[src/rtc_pkg.sv]
package rtc_pkg;
  // register byte addresses on the peripheral bus
  localparam logic [15:0] ADDR_CLOCK_CONTROL = 16'hED00;
  localparam logic [15:0] ADDR_PRESCALE_LOW  = 16'hED06;
  localparam logic [15:0] ADDR_PRESCALE_HIGH = 16'hED08;
  localparam logic [15:0] ADDR_DIVIDER_LOW   = 16'hED0A;
  localparam logic [15:0] ADDR_DIVIDER_HIGH  = 16'hED0C;
  localparam logic [15:0] ADDR_TIME_LOW      = 16'hED0E;
  localparam logic [15:0] ADDR_TIME_HIGH     = 16'hED10;
  localparam logic [15:0] ADDR_ALARM_LOW     = 16'hED12;
  localparam logic [15:0] ADDR_ALARM_HIGH    = 16'hED14;

  // clock_control field positions
  localparam int SWITCH_OFF_BIT   = 7;
  localparam int ALARM_EN_BIT     = 3;
  localparam int ALARM_FLAG_BIT   = 2;
  localparam int TICK_EN_BIT      = 1;
  localparam int TICK_FLAG_BIT    = 0;

  // clock_control reset value
  localparam logic [15:0] CLOCK_CONTROL_RESET = 16'h0000;

  // fixed pre-divider: last count of the divide-by-64 stage
  localparam logic [5:0]  PRE_DIV_LAST = 6'h3F;

  // widths of the divider, of the high prescale part and of the time count
  localparam int PRESCALE_W    = 20;
  localparam int PRESCALE_HI_W = 4;
  localparam int TIME_W        = 32;
endpackage : rtc_pkg

[src/rtc_prescaler_counter_alarm.sv]
// Contract
// divider clocked by core clock over 64
// 20-bit divider reloads each reference period
// tick period is 64 times prescale value
// prescale high four bits, low sixteen bits
// 32-bit time count advances each tick
// alarm request when time equals alarm
// tick request possible every reference period
// switch-off stops counting, allows writes, oscillator
// alarm enable gates alarm request
// tick enable gates tick request
// flags set on events, write one clears
// prescale writes need switch-off set
// prescale registers survive reset
// prescale high reads zero above bit 3
// both requests routed to wake lines
// whole-register accesses only
// wake only with power-down wake config
// counters halt in stand-by mode
// time writes need switch-off, load directly
// requests are rising-edge pulses
// tick in same cycle as reload
// one alarm request per match
`timescale 1ns/1ps
module rtc_prescaler_counter_alarm
  import rtc_pkg::*;
(
  input  wire logic        clk,
  input  wire logic        rst_n,
  input  wire logic [15:0] busAddr,         // register byte address
  input  wire logic        busWrite,        // word write strobe
  input  wire logic        busRead,         // word read strobe
  input  wire logic [15:0] busWdata,        // write data
  output logic      [15:0] busRdata_r,      // read data
  input  wire logic        powerDown,       // chip in power-down
  input  wire logic        standBy,         // chip in stand-by
  input  wire logic        powerdownWakeConfig, // wake allowed
  output logic             tickRequest_r,   // tick request pulse
  output logic             alarmRequest_r,  // alarm request pulse
  output logic             oscStop_r,       // oscillator off
  output logic             wakeRequest_r    // leave power-down
);

  // whole block state
  typedef struct packed {
    logic                  switchOff;    // stop and unlock
    logic                  alarmIrqEnable;
    logic                  alarmIrqFlag;
    logic                  tickIrqEnable;
    logic                  tickIrqFlag;
    logic [PRESCALE_W-1:0] prescaleValue; // not reset
    logic [TIME_W-1:0]     timeCount;     // not reset
    logic [TIME_W-1:0]     alarmValue;    // not reset
    logic                  matchPrev;     // match seen last cycle
    logic                  loadPending;   // divider preload
    logic [15:0]           busRdata;
    logic                  tickRequest;
    logic                  alarmRequest;
    logic                  oscStop;
    logic                  wakeRequest;
  } rtc_state_t;

  rtc_state_t             st_r;       // registered state
  rtc_state_t             st_nxt;     // next state
  logic                   tickPulse;  // basic reference tick
  logic [PRESCALE_W-1:0]  divCount;   // divider contents
  logic                   runCount;   // dividers may count
  logic                   matchNow;   // time equals alarm
  logic                   alarmEvent; // first cycle of a match

  // counting stops on switch-off and in stand-by
  assign runCount = !st_r.switchOff && !standBy;

  // prescaler divider with its fixed pre-stage
  rtc_divider rtc_divider_i (
    .clk        (clk),
    .rst_n      (rst_n),
    .run        (runCount),
    .load       (st_r.loadPending),
    .prescale   (st_r.prescaleValue),
    .tickPulse  (tickPulse),
    .divCount_r (divCount)
  );

  // alarm compare and single-shot event
  assign matchNow   = (st_r.timeCount == st_r.alarmValue);
  assign alarmEvent = matchNow && !st_r.matchPrev;

  // next state: counting, bus access, flags, requests
  always_comb begin
    st_nxt             = st_r;
    st_nxt.loadPending = 1'b0;
    st_nxt.matchPrev   = matchNow;
    // time count advance
    if (tickPulse) begin
      st_nxt.timeCount = st_r.timeCount + 32'h00000001;
    end
    // whole-word register writes
    if (busWrite) begin
      case (busAddr)
        ADDR_CLOCK_CONTROL: begin
          st_nxt.switchOff      = busWdata[SWITCH_OFF_BIT];
          st_nxt.alarmIrqEnable = busWdata[ALARM_EN_BIT];
          st_nxt.tickIrqEnable  = busWdata[TICK_EN_BIT];
          // write one clears a flag
          if (busWdata[ALARM_FLAG_BIT]) begin
            st_nxt.alarmIrqFlag = 1'b0;
          end
          if (busWdata[TICK_FLAG_BIT]) begin
            st_nxt.tickIrqFlag = 1'b0;
          end
        end
        ADDR_PRESCALE_LOW: begin
          // protected unless switched off
          if (st_r.switchOff) begin
            st_nxt.prescaleValue[15:0] = busWdata;
            st_nxt.loadPending         = 1'b1;
          end
        end
        ADDR_PRESCALE_HIGH: begin
          if (st_r.switchOff) begin
            st_nxt.prescaleValue[PRESCALE_W-1:16] =
              busWdata[PRESCALE_HI_W-1:0];
            st_nxt.loadPending = 1'b1;
          end
        end
        ADDR_TIME_LOW: begin
          if (st_r.switchOff) begin
            st_nxt.timeCount[15:0] = busWdata;
          end
        end
        ADDR_TIME_HIGH: begin
          if (st_r.switchOff) begin
            st_nxt.timeCount[31:16] = busWdata;
          end
        end
        ADDR_ALARM_LOW: begin
          st_nxt.alarmValue[15:0] = busWdata;
        end
        ADDR_ALARM_HIGH: begin
          st_nxt.alarmValue[31:16] = busWdata;
        end
        default: begin
          // divider, unmapped: writes ignored
        end
      endcase
    end
    // hardware set wins over a clearing write
    if (tickPulse) begin
      st_nxt.tickIrqFlag = 1'b1;
    end
    if (alarmEvent) begin
      st_nxt.alarmIrqFlag = 1'b1;
    end
    // one-cycle requests, rising edge toward the port
    st_nxt.tickRequest  = tickPulse && st_r.tickIrqEnable;
    st_nxt.alarmRequest = alarmEvent && st_r.alarmIrqEnable;
    // oscillator off in power-down only when switched off
    st_nxt.oscStop = powerDown && st_r.switchOff;
    // either request wakes the chip if configured
    st_nxt.wakeRequest = powerDown && powerdownWakeConfig &&
                         (st_nxt.tickRequest || st_nxt.alarmRequest);
    // register reads
    if (busRead) begin
      case (busAddr)
        ADDR_CLOCK_CONTROL: begin
          st_nxt.busRdata = 16'h0000;
          st_nxt.busRdata[SWITCH_OFF_BIT] = st_r.switchOff;
          st_nxt.busRdata[ALARM_EN_BIT]   = st_r.alarmIrqEnable;
          st_nxt.busRdata[ALARM_FLAG_BIT] = st_r.alarmIrqFlag;
          st_nxt.busRdata[TICK_EN_BIT]    = st_r.tickIrqEnable;
          st_nxt.busRdata[TICK_FLAG_BIT]  = st_r.tickIrqFlag;
        end
        ADDR_PRESCALE_LOW: begin
          st_nxt.busRdata = st_r.prescaleValue[15:0];
        end
        ADDR_PRESCALE_HIGH: begin
          st_nxt.busRdata = {12'h000,
                             st_r.prescaleValue[PRESCALE_W-1:16]};
        end
        ADDR_DIVIDER_LOW: begin
          st_nxt.busRdata = divCount[15:0];
        end
        ADDR_DIVIDER_HIGH: begin
          st_nxt.busRdata = {12'h000, divCount[PRESCALE_W-1:16]};
        end
        ADDR_TIME_LOW: begin
          st_nxt.busRdata = st_r.timeCount[15:0];
        end
        ADDR_TIME_HIGH: begin
          st_nxt.busRdata = st_r.timeCount[31:16];
        end
        ADDR_ALARM_LOW: begin
          st_nxt.busRdata = st_r.alarmValue[15:0];
        end
        ADDR_ALARM_HIGH: begin
          st_nxt.busRdata = st_r.alarmValue[31:16];
        end
        default: begin
          st_nxt.busRdata = 16'h0000; // unmapped reads zero
        end
      endcase
    end
  end

  // registers; prescale, time and alarm keep value through reset
  always_ff @(posedge clk or negedge rst_n) begin
    if (!rst_n) begin
      st_r.switchOff      <= CLOCK_CONTROL_RESET[SWITCH_OFF_BIT];
      st_r.alarmIrqEnable <= CLOCK_CONTROL_RESET[ALARM_EN_BIT];
      st_r.alarmIrqFlag   <= CLOCK_CONTROL_RESET[ALARM_FLAG_BIT];
      st_r.tickIrqEnable  <= CLOCK_CONTROL_RESET[TICK_EN_BIT];
      st_r.tickIrqFlag    <= CLOCK_CONTROL_RESET[TICK_FLAG_BIT];
      st_r.matchPrev      <= 1'b1; // no alarm straight out of reset
      st_r.loadPending    <= 1'b0;
      st_r.busRdata       <= 16'h0000;
      st_r.tickRequest    <= 1'b0;
      st_r.alarmRequest   <= 1'b0;
      st_r.oscStop        <= 1'b0;
      st_r.wakeRequest    <= 1'b0;
    end else begin
      st_r <= st_nxt;
    end
  end

  // outputs straight from flops
  assign busRdata_r     = st_r.busRdata;
  assign tickRequest_r  = st_r.tickRequest;
  assign alarmRequest_r = st_r.alarmRequest;
  assign oscStop_r      = st_r.oscStop;
  assign wakeRequest_r  = st_r.wakeRequest;

  // enabled tick gives a request next cycle
  property p_tick_req;
    @(posedge clk) disable iff (!rst_n)
      (tickPulse && st_r.tickIrqEnable) |=> tickRequest_r;
  endproperty
  a_tick_req: assert property (p_tick_req)
    else $error("enabled tick gave no request");

  // disabled tick gives no request
  property p_tick_off;
    @(posedge clk) disable iff (!rst_n)
      !st_r.tickIrqEnable |=> !tickRequest_r;
  endproperty
  a_tick_off: assert property (p_tick_off)
    else $error("tick request while disabled");

  // enabled match gives alarm request
  property p_alarm_req;
    @(posedge clk) disable iff (!rst_n)
      (alarmEvent && st_r.alarmIrqEnable) |=> alarmRequest_r;
  endproperty
  a_alarm_req: assert property (p_alarm_req)
    else $error("alarm match gave no request");

  // alarm request is a single pulse
  property p_alarm_once;
    @(posedge clk) disable iff (!rst_n)
      alarmRequest_r |=> !alarmRequest_r;
  endproperty
  a_alarm_once: assert property (p_alarm_once)
    else $error("alarm request longer than one cycle");

  // tick sets its flag
  property p_flag_set;
    @(posedge clk) disable iff (!rst_n)
      tickPulse |=> st_r.tickIrqFlag;
  endproperty
  a_flag_set: assert property (p_flag_set)
    else $error("tick flag not set");

  // time advances by one on a tick
  property p_count;
    @(posedge clk) disable iff (!rst_n)
      tickPulse |=> st_r.timeCount == $past(st_r.timeCount) + 32'h00000001;
  endproperty
  a_count: assert property (p_count)
    else $error("time count did not advance");

  // switched off: no tick, time only changes by a write
  property p_stopped;
    @(posedge clk) disable iff (!rst_n)
      (st_r.switchOff && !busWrite) |=> $stable(st_r.timeCount);
  endproperty
  a_stopped: assert property (p_stopped)
    else $error("time count moved while switched off");

  // prescale locked while running
  property p_protect;
    @(posedge clk) disable iff (!rst_n)
      !st_r.switchOff |=> $stable(st_r.prescaleValue);
  endproperty
  a_protect: assert property (p_protect)
    else $error("prescale changed while running");

  // high prescale reads zero in upper bits
  property p_high_zero;
    @(posedge clk) disable iff (!rst_n)
      (busRead && busAddr == ADDR_PRESCALE_HIGH) |=>
        busRdata_r[15:4] == 12'h000;
  endproperty
  a_high_zero: assert property (p_high_zero)
    else $error("prescale high upper bits not zero");

  // wake needs the wake configuration
  property p_wake;
    @(posedge clk) disable iff (!rst_n)
      !powerdownWakeConfig |=> !wakeRequest_r;
  endproperty
  a_wake: assert property (p_wake)
    else $error("wake without wake configuration");

  // main scenarios
  c_tick:  cover property (@(posedge clk) disable iff (!rst_n) tickRequest_r);
  c_alarm: cover property (@(posedge clk) disable iff (!rst_n) alarmRequest_r);
  c_wake:  cover property (@(posedge clk) disable iff (!rst_n) wakeRequest_r);

endmodule : rtc_prescaler_counter_alarm

[src/rtc_divider.sv]
`timescale 1ns/1ps
module rtc_divider
  import rtc_pkg::*;
(
  input  wire logic                  clk,
  input  wire logic                  rst_n,
  input  wire logic                  run,       // dividers may count
  input  wire logic                  load,      // preload divider
  input  wire logic [PRESCALE_W-1:0] prescale,  // reload value
  output logic                       tickPulse, // basic reference tick
  output logic [PRESCALE_W-1:0]      divCount_r // divider contents
);

  // divider state
  typedef struct packed {
    logic [5:0]            pre; // divide-by-64 stage
    logic [PRESCALE_W-1:0] div; // 20-bit down counter, not reset
  } div_state_t;

  div_state_t st_r;  // registered state
  div_state_t st_nxt; // next state
  logic       preWrap; // pre-divider terminal count

  // next state of both stages
  always_comb begin
    st_nxt  = st_r;
    preWrap = run && (st_r.pre == PRE_DIV_LAST);
    // tick as the divider reaches its end and reloads
    tickPulse = preWrap && (st_r.div <= 20'h00001);
    if (run) begin
      st_nxt.pre = st_r.pre + 6'h01;
    end
    if (load) begin
      // new prescale value goes straight into the divider
      st_nxt.div = prescale;
    end else if (tickPulse) begin
      st_nxt.div = prescale;
    end else if (preWrap) begin
      st_nxt.div = st_r.div - 20'h00001;
    end
  end

  // registers; the divider keeps its value through reset
  always_ff @(posedge clk or negedge rst_n) begin
    if (!rst_n) begin
      st_r.pre <= 6'h00;
    end else begin
      st_r <= st_nxt;
    end
  end

  assign divCount_r = st_r.div;

  // reload after each tick
  property p_reload;
    @(posedge clk) disable iff (!rst_n)
      (tickPulse && !load) |=> (st_r.div == $past(prescale));
  endproperty
  a_reload: assert property (p_reload)
    else $error("divider not reloaded at tick");

  // tick only on a pre-divider wrap
  property p_prewrap;
    @(posedge clk) disable iff (!rst_n)
      tickPulse |-> (st_r.pre == PRE_DIV_LAST) && run;
  endproperty
  a_prewrap: assert property (p_prewrap)
    else $error("tick outside pre-divider wrap");

endmodule : rtc_divider

[config.mk]
export PLATFORM = sky130hd
export DESIGN_NAME = rtc_prescaler_counter_alarm
export DESIGN_NICKNAME = d
export VERILOG_FILES = /design/src/rtc_pkg.sv /design/src/rtc_prescaler_counter_alarm.sv /design/src/rtc_divider.sv
export SDC_FILE = /design/constraint.sdc
export NUM_CORES = 1
export LEC_CHECK = 0
export BUFFER_PORTS_ARGS = -buffer_cell sky130_fd_sc_hd__buf_2
export CAP_MARGIN = 25
export CORE_ASPECT_RATIO = 0.8
export CORE_MARGIN = 10
export CORE_UTILIZATION = 40
export DETAILED_ROUTE_END_ITERATION = 8
export SLEW_MARGIN = 25
export SYNTH_ARGS = -nofsm -noshare
export SYNTH_HDL_FRONTEND = slang
export SYNTH_SLANG_ARGS = --single-unit
[constraint.sdc]
create_clock -name clk -period 2.65 [get_ports clk]
set_input_delay 0.265 -clock clk [delete_from_list [all_inputs] [get_ports clk]]
set_output_delay 0.265 -clock clk [all_outputs]
set_load 0.02 [all_outputs]
==> impl_metrics.tcl <==
set metrics [dict create \
    initial_core_util 0.410 \
    async_flop_share 0.241 \
    cp_max_fo 19 \
    synth.mux.area_fraction 0.0389 \
    crit_arrival_ns 2.68 \
    cts_sinks 137 \
    cts_buffers 17 \
    max-slew-margin-rel 0.445 \
    synthToLayoutAreaGrowth_pct 17.2 \
    grt_max_degree 44 \
    setup_viol 0 \
    grt_pass1_wl_um 34600 \
    cp_slowest_stage_delay_ns 0.66 \
    stdcell_count 1012 \
    dp.cells 975 \
    dieArea_um2 24600 \
    routed-via-count 5970 \
    routedWlPerCell_um 22.6 \
    synth_compound_area_frac 0.111 \
    die_y_um 142 \
    rsz0062_at_grt "no" \
    ant_nets 0 \
    layout.nets 789 \
    synth-edff-count 104 \
    ys_types 56 \
    grt_pass1_vias 5679 \
    die_x_um 173 \
    setup-tns-final_ns 0 \
    grtUsageTotal 0.181 \
    n_antenna_cell 0 \
    place_congestion 0.941 \
    port_buffers 58 \
    cts_max_level 4 \
    insertion_delay_ns 0.43 \
    final.min_clock_period_ns 2.54 \
    totalWireLength_um 22900 \
    syn_area_per_cell_um2 11.2 \
    hold_viol 0 \
    synth_top_family_by_area "simple AND/OR/NAND/NOR gates" \
    drt_iter0_drc 783 \
    crit_path_start_kind "register" \
    io_pins 59 \
    synth_nets 714 \
    netlist_instances 671 \
    core_region_area_um2 18300 \
    slew_viol_final 0 \
    antenna_found_initial 0 \
    critPathTopFamily "simple AND/OR/NAND/NOR gates" \
    crit_buf_inv 1 \
    worst_slack_ns 0.115 \
    period_share 0.957 \
    crit_required_ns 2.80 \
    cts_buffer_depth 2 \
    synthAdderAreaFrac 0.00668 \
    drt_pre_antenna_iters 7 \
    path_class "register to register" \
    yosysSeqAreaShare 0.527 \
    dp_slack_ns 0.0224 \
    clk_pin_slew_worst_paths_ns 0.06 \
    critPathSlowestCell "nor2_2" \
    cts_tree "done" \
    via_per_inst 5.90 \
    skew_ns 0.00810 \
    drive_gt1_frac 0.238 \
    ys.warnings.count 0 \
    rows 44 \
    synthFlopType "edfxtp_1" \
    post-route-drc-count 0 \
    status "finished clean" \
    p_per_area_nw_per_um2 585 \
    worst_pin_slew_ns 0.832 \
    worst_setup_path_end_kind "register" \
    dpl.hpwl_um 16300 \
    ys_ff_latch 137 \
    cts_root_buf "clkbuf_16" \
    crit_chain "inv_1 -> ha_1 -> nor2_1 -> and4b_1 -> and3_2 -> nor2_2 -> a21oi_1" \
    yosys.area_share.simple 0.174 \
    vdd_drop_max_mv 0.458 \
    overflow 0 \
    synth_xor_area_frac 0.0994 \
    leakagePower_nw 3.22 \
    fmax_ghz 0.394 \
    holdCritPathClass "primary input to register" \
    synth_area_um2 7490 \
    maxCapViolCount 0 \
]
layout make-up:
cell class / count / area, µm²
clock buffers: 17 / 425
repair buffers: 105 / 658
well taps: 253 / 317
fillers: 1686 / 9500
inverters: 6 / 22.5
flip-flops and latches: 137 / 3950
clock inverters: 15 / 143
multi-input cells: 479 / 3270
Yosys cell counts, drive strengths merged (2+ instances only):
library cell / n / area share
edfxtp: 104 / 0.42
nor2: 62 / 0.032
nand2: 55 / 0.028
xor2: 48 / 0.056
a21oi: 47 / 0.031
xnor2: 37 / 0.043
dfrtp: 32 / 0.11
buf: 28 / 0.028
nor3: 26 / 0.023
nor4: 25 / 0.025
clkbuf: 22 / 0.011
o21ai: 19 / 0.013
mux2: 17 / 0.026
nand3: 17 / 0.011
a22oi: 16 / 0.016
nand4: 15 / 0.015
a21o: 12 / 0.012
a222oi: 12 / 0.016
nor2b: 8 / 0.0067
and3: 7 / 0.0058
a22o: 6 / 0.0070
inv: 6 / 0.0030
or3: 6 / 0.0052
and2: 5 / 0.0042
a211oi: 4 / 0.0040
and4: 4 / 0.0047
and4b: 4 / 0.0053
ha: 4 / 0.0067
mux4: 4 / 0.012
a31oi: 2 / 0.0017
o41ai: 2 / 0.0023
or4: 2 / 0.0025
metrics by stage:
step / utilization / hold slack [ns] / total power [mW] / area, µm²
3_5_place_dp: 0.446 / 0.101 / 2.86 / 8150
3_3_place_gp: 0.446 / 0.101 / 2.84 / 8150
4_1_cts: 0.477 / 0.0420 / 5.16 / 8720
6_report: 0.480 / 0.0585 / 5.14 / 8780
5_1_grt: 0.480 / 0.0572 / 5.30 / 8780
2_1_floorplan: - / -0.0306 / 2.69 / 7500
timing repair:
| item | CTS | global route |
|---|---|---|
| gates resized for setup | 0 | 4 |
| setup endpoints to repair | 0 | 22 |
| setup buffers | 0 | 3 |
| hold buffers | 1 | 0 |
| endpoints found under the hold margin | 21 | 0 |
worst paths after layout:
check | from | to | slack, ns | cells after the start
min reg2reg | busRdata_r[9] | busRdata_r[9] | 0.48 | 1
max in group asynchronous | rst_n | busRdata_r[5] | 1.57 | 3
max | rtc_divider_i.divCount_r[0] | rtc_divider_i.divCount_r[17] | 0.11 | 7
max reg2reg | rtc_divider_i.divCount_r[0] | rtc_divider_i.divCount_r[17] | 0.11 | 7
min in group asynchronous | rst_n | busRdata_r[0] | 0.22 | 2
min | powerdownWakeConfig | wakeRequest_r | 0.06 | 2
where the power goes:
| group | switching (mW) | internal [mW] | total (mW) | leakage, nW |
|---|---|---|---|---|
| Combinational | 0.195 | 0.157 | 0.352 | 1.53 |
| Clock | 0.999 | 1.31 | 2.31 | 0.279 |
| Sequential | 0.0861 | 2.39 | 2.48 | 1.41 |
placed cells by master (no fill, tap or decap), types with 21 or more instances in the layout:
| cell type | count |
|---|---|
| edfxtp_1 | 104 |
| nor2_1 | 61 |
| buf_2 | 58 |
| nand2_1 | 55 |
| xor2_1 | 48 |
| a21oi_1 | 47 |
| buf_4 | 45 |
| xnor2_1 | 37 |
| dfrtp_1 | 32 |
| nor4_1 | 21 |
sequential cells by signal, indices dropped and copies added (netlist names):
signal and count:
wakeRequest_r 1, busRdata_r 16, st_r 91, rtc_divider_i.divCount_r 20, oscStop_r 1, tickRequest_r 1
alarmRequest_r 1, rtc_divider_i.st_r 6
cell families after synthesis:
group,count (synthesis)
AO/OA/AOI/OAI,126
buffers and inverters,56
adder cells (fa/ha/maj),4
flip-flops,137
multiplexers,22
XOR/XNOR,85
AND/OR/NAND/NOR,241
layer usage:
layer | global-route usage | vias to the layer above | part of all wire
met5 | 0 | - | 0
met4 | 0.0525 | 0 | 0.0078
met3 | 0.0451 | 22 | 0.11
met2 | 0.277 | 351 | 0.46
met1 | 0.250 | 2949 | 0.42
li1 | - | 2648 | -
Power figures use the tool's default switching activity.
